## config.mk

```make
export PLATFORM = sky130hd
export DESIGN_NAME = rx_error_count_pcs_config
export DESIGN_NICKNAME = d
export VERILOG_FILES = /design/src/logic/rxerr_pcs_pkg.sv /design/src/logic/err_count_if.sv /design/src/logic/rx_error_count_pcs_config.sv /design/src/logic/rx_error_event_counter.sv
export VERILOG_INCLUDE_DIRS = /design/src /design/src/logic
export SDC_FILE = /design/constraint.sdc
export NUM_CORES = 1
export LEC_CHECK = 0
export BUFFER_PORTS_ARGS = -buffer_cell sky130_fd_sc_hd__buf_2
export CORE_MARGIN = 3
export CORE_UTILIZATION = 30
export DETAILED_ROUTE_END_ITERATION = 8
export GPL_TIMING_DRIVEN = 0
export PLACE_DENSITY = 0.47
export SETUP_SLACK_MARGIN = 0.4
export SYNTH_ARGS = -nofsm -noshare
export SYNTH_HDL_FRONTEND = slang
export SYNTH_SLANG_ARGS = --single-unit
```

## constraint.sdc

```tcl
create_clock -name CLK -period 1.7 [get_ports CLK]
set_input_delay 0.085 -clock CLK [delete_from_list [all_inputs] [get_ports CLK]]
set_output_delay 0.085 -clock CLK [all_outputs]
set_load 0.1 [all_outputs]
```

## src/logic/rxerr_pcs_regs.svh

```systemverilog
// register offsets, fields, reset values and timing constants
`ifndef RXERR_PCS_REGS_SVH
`define RXERR_PCS_REGS_SVH

// ----------------------------------------------------------------
// register offsets
// ----------------------------------------------------------------
`define REG_INT_STATUS 8'h12
`define REG_RX_ERR_COUNT 8'h15
`define REG_PCS_CFG 8'h16
`define REG_INT_MASK 8'h1B

// ----------------------------------------------------------------
// field positions
// ----------------------------------------------------------------
`define PCS_QUIET_BIT 10
`define PCS_SD_OVR_BIT 9
`define PCS_SD_ALG_BIT 8
`define PCS_DESC_LONG_BIT 7
`define PCS_LINK_OVR_BIT 5
`define PCS_NRZI_BYP_BIT 2
`define INT_HALF_FULL_BIT 8

// ----------------------------------------------------------------
// reset values and masks
// ----------------------------------------------------------------
`define PCS_CFG_RESET 16'h0100
`define PCS_CFG_WR_MASK 16'h07A4
`define ERR_COUNT_RESET 8'h00
`define ERR_COUNT_MAX 8'hFF
`define ERR_COUNT_BELOW_HALF 8'h7F

// ----------------------------------------------------------------
// timing
// ----------------------------------------------------------------
`define CLK_PERIOD_NS 50
`define DESC_LONG_NS 2000000
`define DESC_SHORT_NS 722000

`endif

```

## src/logic/rxerr_pcs_pkg.sv

```systemverilog
// types shared by the error counter and the pcs configuration block
package rxerr_pcs_pkg;
    typedef logic [7:0] reg_addr_t;
    typedef logic [15:0] reg_data_t;
    typedef logic [7:0] err_count_t;

    // carrier event tracking, gray coded along idle-carrier-errored
    typedef enum logic [1:0] {
        EV_IDLE = 2'b00,
        EV_CARRIER = 2'b01,
        EV_ERRORED = 2'b11,
        EV_COLLIDED = 2'b10
    } ev_state_t;
endpackage : rxerr_pcs_pkg

```

## src/logic/err_count_if.sv

```systemverilog
// signals between the register bank and the receive error counter
`timescale 1ns/100ps
interface err_count_if;
    import rxerr_pcs_pkg::*;
    logic carrier;
    logic sym_err;
    logic collision;
    logic clear;
    err_count_t count;
    logic half_full;

    modport counter (
        input carrier,
        input sym_err,
        input collision,
        input clear,
        output count,
        output half_full
    );
    modport bank (
        output carrier,
        output sym_err,
        output collision,
        output clear,
        input count,
        input half_full
    );
endinterface : err_count_if

```

## src/logic/rx_error_count_pcs_config.sv

```systemverilog
// receive error counter and 100 Mb/s pcs configuration register bank
//
// Summary of operation
// - an errored symbol inside a valid carrier makes the count advance.
// - each carrier event advances the count once at most.
// - a carrier event that sees a collision is never counted.
// - the count sticks at 0xFF and a read returns it and clears it.
// - reserved upper bits of both registers read zero, writes ignored.
// - bit 10 set puts the 100 Mb/s transmitter in true quiet mode.
// - bit 9 set forces signal detect asserted in the pma.
// - bit 8 resets to one and picks enhanced (1) or reduced (0) detect.
// - bit 7 picks a 2 ms (1) or 722 us (0) descrambler sync timeout.
// - bit 5 set reports the 100 Mb/s link good whatever the monitor.
// - bit 2 set takes nrzi coding out of the data path.
// - a half-full count latches a status flag that can interrupt.
`timescale 1ns/100ps
`include "rxerr_pcs_regs.svh"
module rx_error_count_pcs_config #(
    parameter logic [15:0] DESC_LONG_CYCLES =
        16'(`DESC_LONG_NS / `CLK_PERIOD_NS),
    parameter logic [15:0] DESC_SHORT_CYCLES =
        16'(`DESC_SHORT_NS / `CLK_PERIOD_NS)
) (
    input wire logic CLK,
    input wire logic ARST_N,
    input wire rxerr_pcs_pkg::reg_addr_t REG_ADDR,
    input wire rxerr_pcs_pkg::reg_data_t REG_WDATA,
    input wire logic REG_WR,
    input wire logic REG_RD,
    output rxerr_pcs_pkg::reg_data_t REG_RDATA,
    input wire logic RX_CARRIER,
    input wire logic RX_SYMBOL_ERR,
    input wire logic RX_COLLISION,
    input wire logic LINK_MONITOR_OK,
    input wire logic DESC_IDLE_SEEN,
    output logic TX_TRUE_QUIET,
    output logic SD_FORCE,
    output logic SD_ENHANCED,
    output logic DESC_SYNC_LOST,
    output logic LINK_100_GOOD,
    output logic NRZI_BYPASS,
    output logic IRQ
);
    import rxerr_pcs_pkg::*;

    // ------------------------------------------------------------
    // reset release
    // ------------------------------------------------------------
    logic rst_meta_reg;
    logic rst_n;

    // async assert, release through two flops
    always_ff @(posedge CLK or negedge ARST_N) begin
        if (!ARST_N) begin
            rst_meta_reg <= 1'b0;
            rst_n <= 1'b0;
        end else begin
            rst_meta_reg <= 1'b1;
            rst_n <= rst_meta_reg;
        end
    end

    // ------------------------------------------------------------
    // declarations
    // ------------------------------------------------------------
    reg_data_t pcs_reg;
    reg_data_t pcs_next;
    reg_data_t rdata_reg;
    reg_data_t rdata_next;
    logic flag_reg;
    logic flag_next;
    logic mask_reg;
    logic mask_next;
    logic irq_reg;
    logic link_good_reg;
    logic [15:0] desc_tmr_reg;
    logic [15:0] desc_tmr_next;
    logic [15:0] desc_limit;
    logic desc_lost_reg;
    logic desc_lost_next;
    logic desc_expire;
    logic sel_status;
    logic sel_count;
    logic sel_pcs;
    logic sel_mask;
    logic rd_status;
    logic wr_status;
    logic wr_pcs;
    logic wr_mask;

    err_count_if ec ();

    // ------------------------------------------------------------
    // error counter
    // ------------------------------------------------------------
    // event inputs go to the counter; reading the count clears it
    assign ec.carrier = RX_CARRIER;
    assign ec.sym_err = RX_SYMBOL_ERR;
    assign ec.collision = RX_COLLISION;
    assign ec.clear = REG_RD && sel_count;

    rx_error_event_counter rx_error_event_counter_inst (
        .clk(CLK),
        .rst_n(rst_n),
        .ec(ec)
    );

    // ------------------------------------------------------------
    // address decode
    // ------------------------------------------------------------
    // unmapped addresses read zero and ignore writes
    assign sel_status = (REG_ADDR == `REG_INT_STATUS);
    assign sel_count = (REG_ADDR == `REG_RX_ERR_COUNT);
    assign sel_pcs = (REG_ADDR == `REG_PCS_CFG);
    assign sel_mask = (REG_ADDR == `REG_INT_MASK);
    assign rd_status = REG_RD && sel_status;
    assign wr_status = REG_WR && sel_status;
    assign wr_pcs = REG_WR && sel_pcs;
    assign wr_mask = REG_WR && sel_mask;

    // ------------------------------------------------------------
    // pcs configuration register
    // ------------------------------------------------------------
    // only the documented control bits take a write
    assign pcs_next = wr_pcs ?
        (REG_WDATA & `PCS_CFG_WR_MASK) : pcs_reg;

    // ------------------------------------------------------------
    // interrupt status and mask
    // ------------------------------------------------------------
    // set wins over read-clear and over write-one-clear
    assign flag_next = ec.half_full ||
        (flag_reg && !rd_status &&
         !(wr_status && REG_WDATA[`INT_HALF_FULL_BIT]));
    assign mask_next = wr_mask ? REG_WDATA[`INT_HALF_FULL_BIT] :
        mask_reg;

    // ------------------------------------------------------------
    // read data
    // ------------------------------------------------------------
    // one cycle after the strobe, zero otherwise
    always_comb begin
        rdata_next = 16'h0000;
        if (REG_RD && sel_count) begin
            rdata_next = {8'h00, ec.count};
        end else if (REG_RD && sel_pcs) begin
            rdata_next = pcs_reg;
        end else if (rd_status) begin
            rdata_next[`INT_HALF_FULL_BIT] = flag_reg;
        end else if (REG_RD && sel_mask) begin
            rdata_next[`INT_HALF_FULL_BIT] = mask_reg;
        end
    end

    // ------------------------------------------------------------
    // descrambler sync timer
    // ------------------------------------------------------------
    // idle symbols restart the timer; expiry holds until idle returns
    assign desc_limit = pcs_reg[`PCS_DESC_LONG_BIT] ?
        DESC_LONG_CYCLES : DESC_SHORT_CYCLES;
    assign desc_expire = (desc_tmr_reg >= desc_limit - 16'h0001);
    assign desc_tmr_next = DESC_IDLE_SEEN ? 16'h0000 :
        desc_expire ? desc_tmr_reg : desc_tmr_reg + 16'h0001;
    assign desc_lost_next = !DESC_IDLE_SEEN &&
        (desc_lost_reg || desc_expire);

    // ------------------------------------------------------------
    // registers
    // ------------------------------------------------------------
    always_ff @(posedge CLK or negedge rst_n) begin
        if (!rst_n) begin
            pcs_reg <= `PCS_CFG_RESET;
            rdata_reg <= 16'h0000;
            flag_reg <= 1'b0;
            mask_reg <= 1'b0;
        end else begin
            pcs_reg <= pcs_next;
            rdata_reg <= rdata_next;
            flag_reg <= flag_next;
            mask_reg <= mask_next;
        end
    end

    // link report, interrupt line and timer
    always_ff @(posedge CLK or negedge rst_n) begin
        if (!rst_n) begin
            link_good_reg <= 1'b0;
            irq_reg <= 1'b0;
            desc_tmr_reg <= 16'h0000;
            desc_lost_reg <= 1'b0;
        end else begin
            link_good_reg <= pcs_reg[`PCS_LINK_OVR_BIT] ||
                LINK_MONITOR_OK;
            irq_reg <= flag_reg && mask_reg;
            desc_tmr_reg <= desc_tmr_next;
            desc_lost_reg <= desc_lost_next;
        end
    end

    // ------------------------------------------------------------
    // outputs
    // ------------------------------------------------------------
    assign REG_RDATA = rdata_reg;
    assign TX_TRUE_QUIET = pcs_reg[`PCS_QUIET_BIT];
    assign SD_FORCE = pcs_reg[`PCS_SD_OVR_BIT];
    assign SD_ENHANCED = pcs_reg[`PCS_SD_ALG_BIT];
    assign NRZI_BYPASS = pcs_reg[`PCS_NRZI_BYP_BIT];
    assign LINK_100_GOOD = link_good_reg;
    assign DESC_SYNC_LOST = desc_lost_reg;
    assign IRQ = irq_reg;
endmodule : rx_error_count_pcs_config

```

## src/logic/rx_error_event_counter.sv

```systemverilog
// saturating clear-on-read receive symbol error counter
`timescale 1ns/100ps
module rx_error_event_counter (
    input wire logic clk,
    input wire logic rst_n,
    err_count_if.counter ec
);
    import rxerr_pcs_pkg::*;
    `include "rxerr_pcs_regs.svh"

    ev_state_t ev_state_reg;
    ev_state_t ev_state_next;
    err_count_t count_reg;
    err_count_t count_next;
    logic half_full_reg;
    logic bump;
    logic saturated;

    // ------------------------------------------------------------
    // carrier event tracking
    // ------------------------------------------------------------
    always_comb begin
        ev_state_next = ev_state_reg;
        unique case (ev_state_reg)
            EV_IDLE: begin
                if (ec.carrier && ec.collision) begin
                    ev_state_next = EV_COLLIDED;
                end else if (ec.carrier && ec.sym_err) begin
                    ev_state_next = EV_ERRORED;
                end else if (ec.carrier) begin
                    ev_state_next = EV_CARRIER;
                end
            end
            EV_CARRIER: begin
                if (!ec.carrier) begin
                    ev_state_next = EV_IDLE;
                end else if (ec.collision) begin
                    ev_state_next = EV_COLLIDED;
                end else if (ec.sym_err) begin
                    ev_state_next = EV_ERRORED;
                end
            end
            EV_ERRORED: begin
                if (!ec.carrier) begin
                    ev_state_next = EV_IDLE;
                end else if (ec.collision) begin
                    ev_state_next = EV_COLLIDED;
                end
            end
            EV_COLLIDED: begin
                if (!ec.carrier) begin
                    ev_state_next = EV_IDLE;
                end
            end
        endcase
    end

    // one count per errored event, taken when the carrier drops
    assign bump = (ev_state_reg == EV_ERRORED) && !ec.carrier;
    assign saturated = (count_reg == `ERR_COUNT_MAX);

    // read clears, but an event in the same cycle still counts
    assign count_next = ec.clear ? {7'h00, bump} :
        (bump && !saturated) ? count_reg + 8'h01 : count_reg;

    // ------------------------------------------------------------
    // state registers
    // ------------------------------------------------------------
    always_ff @(posedge clk or negedge rst_n) begin
        if (!rst_n) begin
            ev_state_reg <= EV_IDLE;
            count_reg <= `ERR_COUNT_RESET;
            half_full_reg <= 1'b0;
        end else begin
            ev_state_reg <= ev_state_next;
            count_reg <= count_next;
            half_full_reg <= (count_reg == `ERR_COUNT_BELOW_HALF) &&
                bump && !ec.clear;
        end
    end

    assign ec.count = count_reg;
    assign ec.half_full = half_full_reg;
endmodule : rx_error_event_counter

```

Word-level counts from Yosys, hierarchy flattened:

Index checks and enable logic that the tools add are counted.

* add/subtract/negate cells: 3
* $lt $le $gt $ge: 1
* eq/ne operators: 14
* multiplexer cells: 21
* reductions and logical operators: 30

Operators with widths (number)
* two-way mux 16 bit: 4
* equality test 8 x 5 -> 1 bit, second input constant: 4
* two-way mux 8 bit: 3
* two-way mux 2 bit: 10
* logical AND 1 bit: 18
* adder 16 x 1 -> 16 bit, second input constant: 1
* >= comparator 16 bit: 1
* subtractor 16 x 1 -> 16 bit, second input constant: 1
* adder 8 x 1 -> 8 bit, second input constant: 1
* equality test 8 x 7 -> 1 bit, second input constant: 1
* equality test 8 bit, second input constant: 1
* one-hot mux 2 bit (4 select lines): 1
* logical NOT 1 bit: 6
* equality test 2 bit, second input constant: 2
* != test 2 bit, second input constant: 2
* != test 4 x 2 -> 1 bit, second input constant: 1
* != test 4 bit, second input constant: 1
* AND reduction 4 bit: 1
* logical OR 1 bit: 3
* two-way mux 1 bit: 3
* != test 3 bit, second input constant: 1
* equality test 2 x 1 -> 1 bit, second input constant: 1
* logical NOT 2 bit: 1
* nonzero test 2 bit: 1

* bits in registers: 56
* input bits: 33

Depth between registers and ports, before layout:

* word-level depth: 6
* gate-level depth with buffers: 8
* depth with buffers taken out: 7

By module:

Synthesis repeated with hierarchy kept, for this count alone.

* cell total of the unflattened synthesis: 235
* area total of the unflattened synthesis: 2533.7 µm²

Modules (own cells, without submodules)
* rx_error_count_pcs_config: instances 1, cells an instance 182, area each 1931.9 µm², seq. area each 1002.2 µm²
* rx_error_event_counter: instances 1, cells an instance 53, area each 601.8 µm², seq. area each 275.3 µm²

Worst setup path after synthesis:

No wires, ideal clock.

* path kind: flip-flop to flip-flop
* start point: register pcs_reg[7]
* end point: register desc_tmr_reg[12]
* library setup time: 0.128 ns
* arrival: 2.040 ns
* required time: 1.572 ns
* path slack: -0.467 ns
* cell stages (with the launch flop): 8
* path buffers: 0
* clock period less this slack: 2.167 ns
* cells stage by stage: dfrtp_1 -> inv_1 -> ha_1 -> o21a_1 -> or2_0 -> a311o_1 -> nor4_1 -> mux2_1

* cells in the longest elaborated chain, start to end: 4

RTL lines
* from (decl): line rx_error_count_pcs_config.sv:66 `reg_data_t pcs_reg;`
* from (signal assigned): line rx_error_count_pcs_config.sv:172 `` pcs_reg <= `PCS_CFG_RESET; ``
* from (signal assigned): line rx_error_count_pcs_config.sv:177 `pcs_reg <= pcs_next;`
* two-way mux 16 bit: line rx_error_count_pcs_config.sv:159 `` assign desc_limit = pcs_reg[`PCS_DESC_LONG_BIT] ? ``
* subtractor 16 x 1 -> 16 bit: line rx_error_count_pcs_config.sv:161 `assign desc_expire = (desc_tmr_reg >= desc_limit - 16'h0001);`
* >= comparator 16 bit: line rx_error_count_pcs_config.sv:161
* != test 2 bit (no source line)
* to (signal assigned): line rx_error_count_pcs_config.sv:195 `desc_tmr_reg <= desc_tmr_next;`
* to (decl): line rx_error_count_pcs_config.sv:76 `logic [15:0] desc_tmr_reg;`

No other way between the ends.
A chain may end at the register's enable or synchronous reset.

Worst setup path after layout:

* start point: register pcs_reg[7]
* end point: register desc_tmr_reg[8]

The elaborated chain is that of the path after synthesis.

==> impl_metrics.env <==
export IMPL_place_area_um2=2942
export IMPL_skew_ps=8.732
export IMPL_crit_type="reg2reg"
export IMPL_rsz0062_at_grt="true"
export IMPL_hold_ws_ps=28.44
export IMPL_tightest_slew_ps=655.7
export IMPL_netlist_instances=234
export IMPL_ys_seq_area_share_pct=50.95
export IMPL_cts_buffers=5
export IMPL_ant_nets=0
export IMPL_die_h_um=97.42
export IMPL_r2r_slack_ps=-600
export IMPL_hold_violations=0
export IMPL_synth_top_area_share_pct=49.90
export IMPL_timing_final_crit_share_pct=135.1
export IMPL_clockRootBuffer="clkbuf_8"
export IMPL_clkTransAtPathRegs_ps=100
export IMPL_crit_buf_inv=2
export IMPL_fmax_mhz=435.3
export IMPL_drv_slew=0
export IMPL_grt_pass1_wl_mm=10.09
export IMPL_async_flop_share_pct=100.0
export IMPL_final_nets=356
export IMPL_ctsLongestPathBuffers=2
export IMPL_fp_dieW_um=97.42
export IMPL_cts_sinks=51
export IMPL_start_util_pct=31.63
export IMPL_final_cell_mix="dfrtp_1 (44), buf_2 (39), buf_4 (21), nor2_1 (17)"
export IMPL_start_kind="register"
export IMPL_post_route_worst_setup_slack_ps=-597.2
export IMPL_ys_flop_type="dfrtp_1"
export IMPL_wl_met3_um=214
export IMPL_rows=32
export IMPL_routedWlPerCell_um=14.37
export IMPL_vias=2061
export IMPL_crit_slowest_cell="dfrtp_2"
export IMPL_setup_violations=17
export IMPL_critPathTopFamily="compound AO/OA/AOI/OAI gates"
export IMPL_p_per_area_nw_per_um2=760.9
export IMPL_coreArea_um2=7928
export IMPL_p_leak_nw=1.643
export IMPL_ys_ff_latch=51
export IMPL_drive_above_1_share_pct=40.19
export IMPL_routed_top_layer="met4"
export IMPL_largest_reg_flops=16
export IMPL_diodes=0
export IMPL_final_common_cell="dfrtp_1"
export IMPL_post_place_ws_ps=-746.6
export IMPL_wl_met1_mm=2.992
export IMPL_seq_area_um2=1291
export IMPL_drt_drc_violations_left=0
export IMPL_overflow=0
export IMPL_drt_first_pass_iters=4
export IMPL_grt_usage_pct=12.96
export IMPL_dp_cells=380
export IMPL_final_util_pct=45.04
export IMPL_cts_tree="yes"
export IMPL_required_ps=1930
export IMPL_synth_largest_area_cell="dfrtp_1"
export IMPL_drtIter0Drc=47
export IMPL_min_path_type="in2reg"
export IMPL_critical_path_max_stage_delay_ps=470
export IMPL_io_buffers=40
export IMPL_synth_edf_count=0
export IMPL_worstPathCellList="inv_4 > ha_1 > o211ai_1 > nand2_1 > a311o_2 > buf_6 > or4_1 > a21oi_1"
export IMPL_slew_headroom_pct=56.29
export IMPL_end_kind="register"
export IMPL_dieArea_um2=9491
export IMPL_critPathMaxFanout=6
export IMPL_maxCapViolations=0
export IMPL_h_tree_depth=2
export IMPL_wirelength_mm=6.005
export IMPL_yosys_top_cells_area="dfrtp_1 (50%), mux2_1 (4.0%), ha_1 (4.0%), nor2_1 (2.8%), a21oi_1 (2.8%)"
export IMPL_grt_max_degree=50
export IMPL_failed_checks="negative setup slack"
export IMPL_dr_wl_met2_mm=2.702
export IMPL_finalInstanceArea_um2=3571
export IMPL_multiInputGateArea_um2=1443
export IMPL_syn2layout_area_growth_pct=42.41
export IMPL_clock_latency_ps=310
export IMPL_yosys_warnings=0
export IMPL_place_congestion=0.7501
export IMPL_crit_arrival_ps=2530
export IMPL_avgViaCountPerCell=4.931
export IMPL_ir_drop_mv=0.5447
export IMPL_place_detailed_hpwl_mm=3.839
export IMPL_syn_avg_cell_area_um2=10.72
export IMPL_outcome="finished with violations"
export IMPL_fill_cells=753
export IMPL_netlist_area_um2=2507
export IMPL_grt_pass1_vias=2016
export IMPL_antenna_found_initial=0
export IMPL_finalNonFillerCells=418
export IMPL_ys_types=51
export IMPL_ioPinCount=56
export IMPL_fin_crit_ps=2297
power breakdown:
part,switching (mW),internal (mW),leakage [nW]
combinational,0.214,0.163,0.893
sequential,0.0751,1.26,0.685
clock,0.414,0.589,0.0654
worst paths after layout:
path / from / to / cells past startpoint
worst max-delay path: pcs_reg[7] / desc_tmr_reg[8] / 8
worst min register to register: rst_n / desc_tmr_reg[13] / 0
worst max register to register: pcs_reg[7] / desc_tmr_reg[8] / 8
max in group asynchronous: rst_n / pcs_reg[7] / 0
min in group asynchronous: ARST_N / rst_n / 2
worst min-delay path: REG_WDATA[8] / pcs_reg[8] / 2
metal layers:
metal  track usage (%)  vias to the layer above
met5                 0                        -
met1             19.11                     1005
met4             4.792                        0
met2             18.66                       42
met3             2.656                        9
li1                  -                     1005
area by class of cell:
class                      instances  area share, %
clock inverter                     2          1.682
clock buffer                       6          2.032
sequential                        51          36.16
inverter                           6         0.7008
multi-input combinational        170          40.40
buffer                            11          2.242
timing repair buffer              70          13.21
tap                              102          3.574
kinds of logic (layout without fill, tap and decap cells):
logic type,Yosys count,in the layout,synth area share (%)
AO/OA/AOI/OAI,41,41,11.03
XOR/XNOR,5,5,1.747
AND/OR/NAND/NOR,96,96,22.26
buffers and inverters,17,95,3.642
multiplexers,14,14,6.088
flip-flops,51,51,50.95
adder cells (fa/ha/maj),8,8,3.992
other,2,6,0.2995
synthesized netlist by cell type (5+ instances only):
cell type / number
inv_1: 6
nand2_1: 13
buf_4: 5
nor3_1: 5
and2_1: 9
dfrtp_1: 50
nand3_1: 9
a21oi_1: 14
or4_1: 8
nor2_1: 19
o31ai_1: 8
mux2_1: 9
ha_1: 8
timing repair:
item | 4_1_cts | 5_1_grt
setup buffers | 15 | 5
setup endpoints to repair | 29 | 33
hold endpoints to repair | 10 | 0
pin swaps | 20 | 13
hold buffers | 10 | 0
gates resized for setup | 29 | 26
worst register-to-register path, cell delays in order, from the launching register on:
cell	delay, ps
dfrtp_2	470
inv_4	110
ha_1	230
o211ai_1	150
nand2_1	110
a311o_2	470
buf_6	150
or4_1	400
a21oi_1	130
stage by stage:
stage	total power, mW	setup TNS, ps
after global placement	1.622	-9932
after global routing	2.852	-9346
after CTS	2.721	-7811
final	2.717	-7856
after floorplan	1.542	-4621
after detailed placement	1.625	-10260
(Power assumes the default switching activity.)
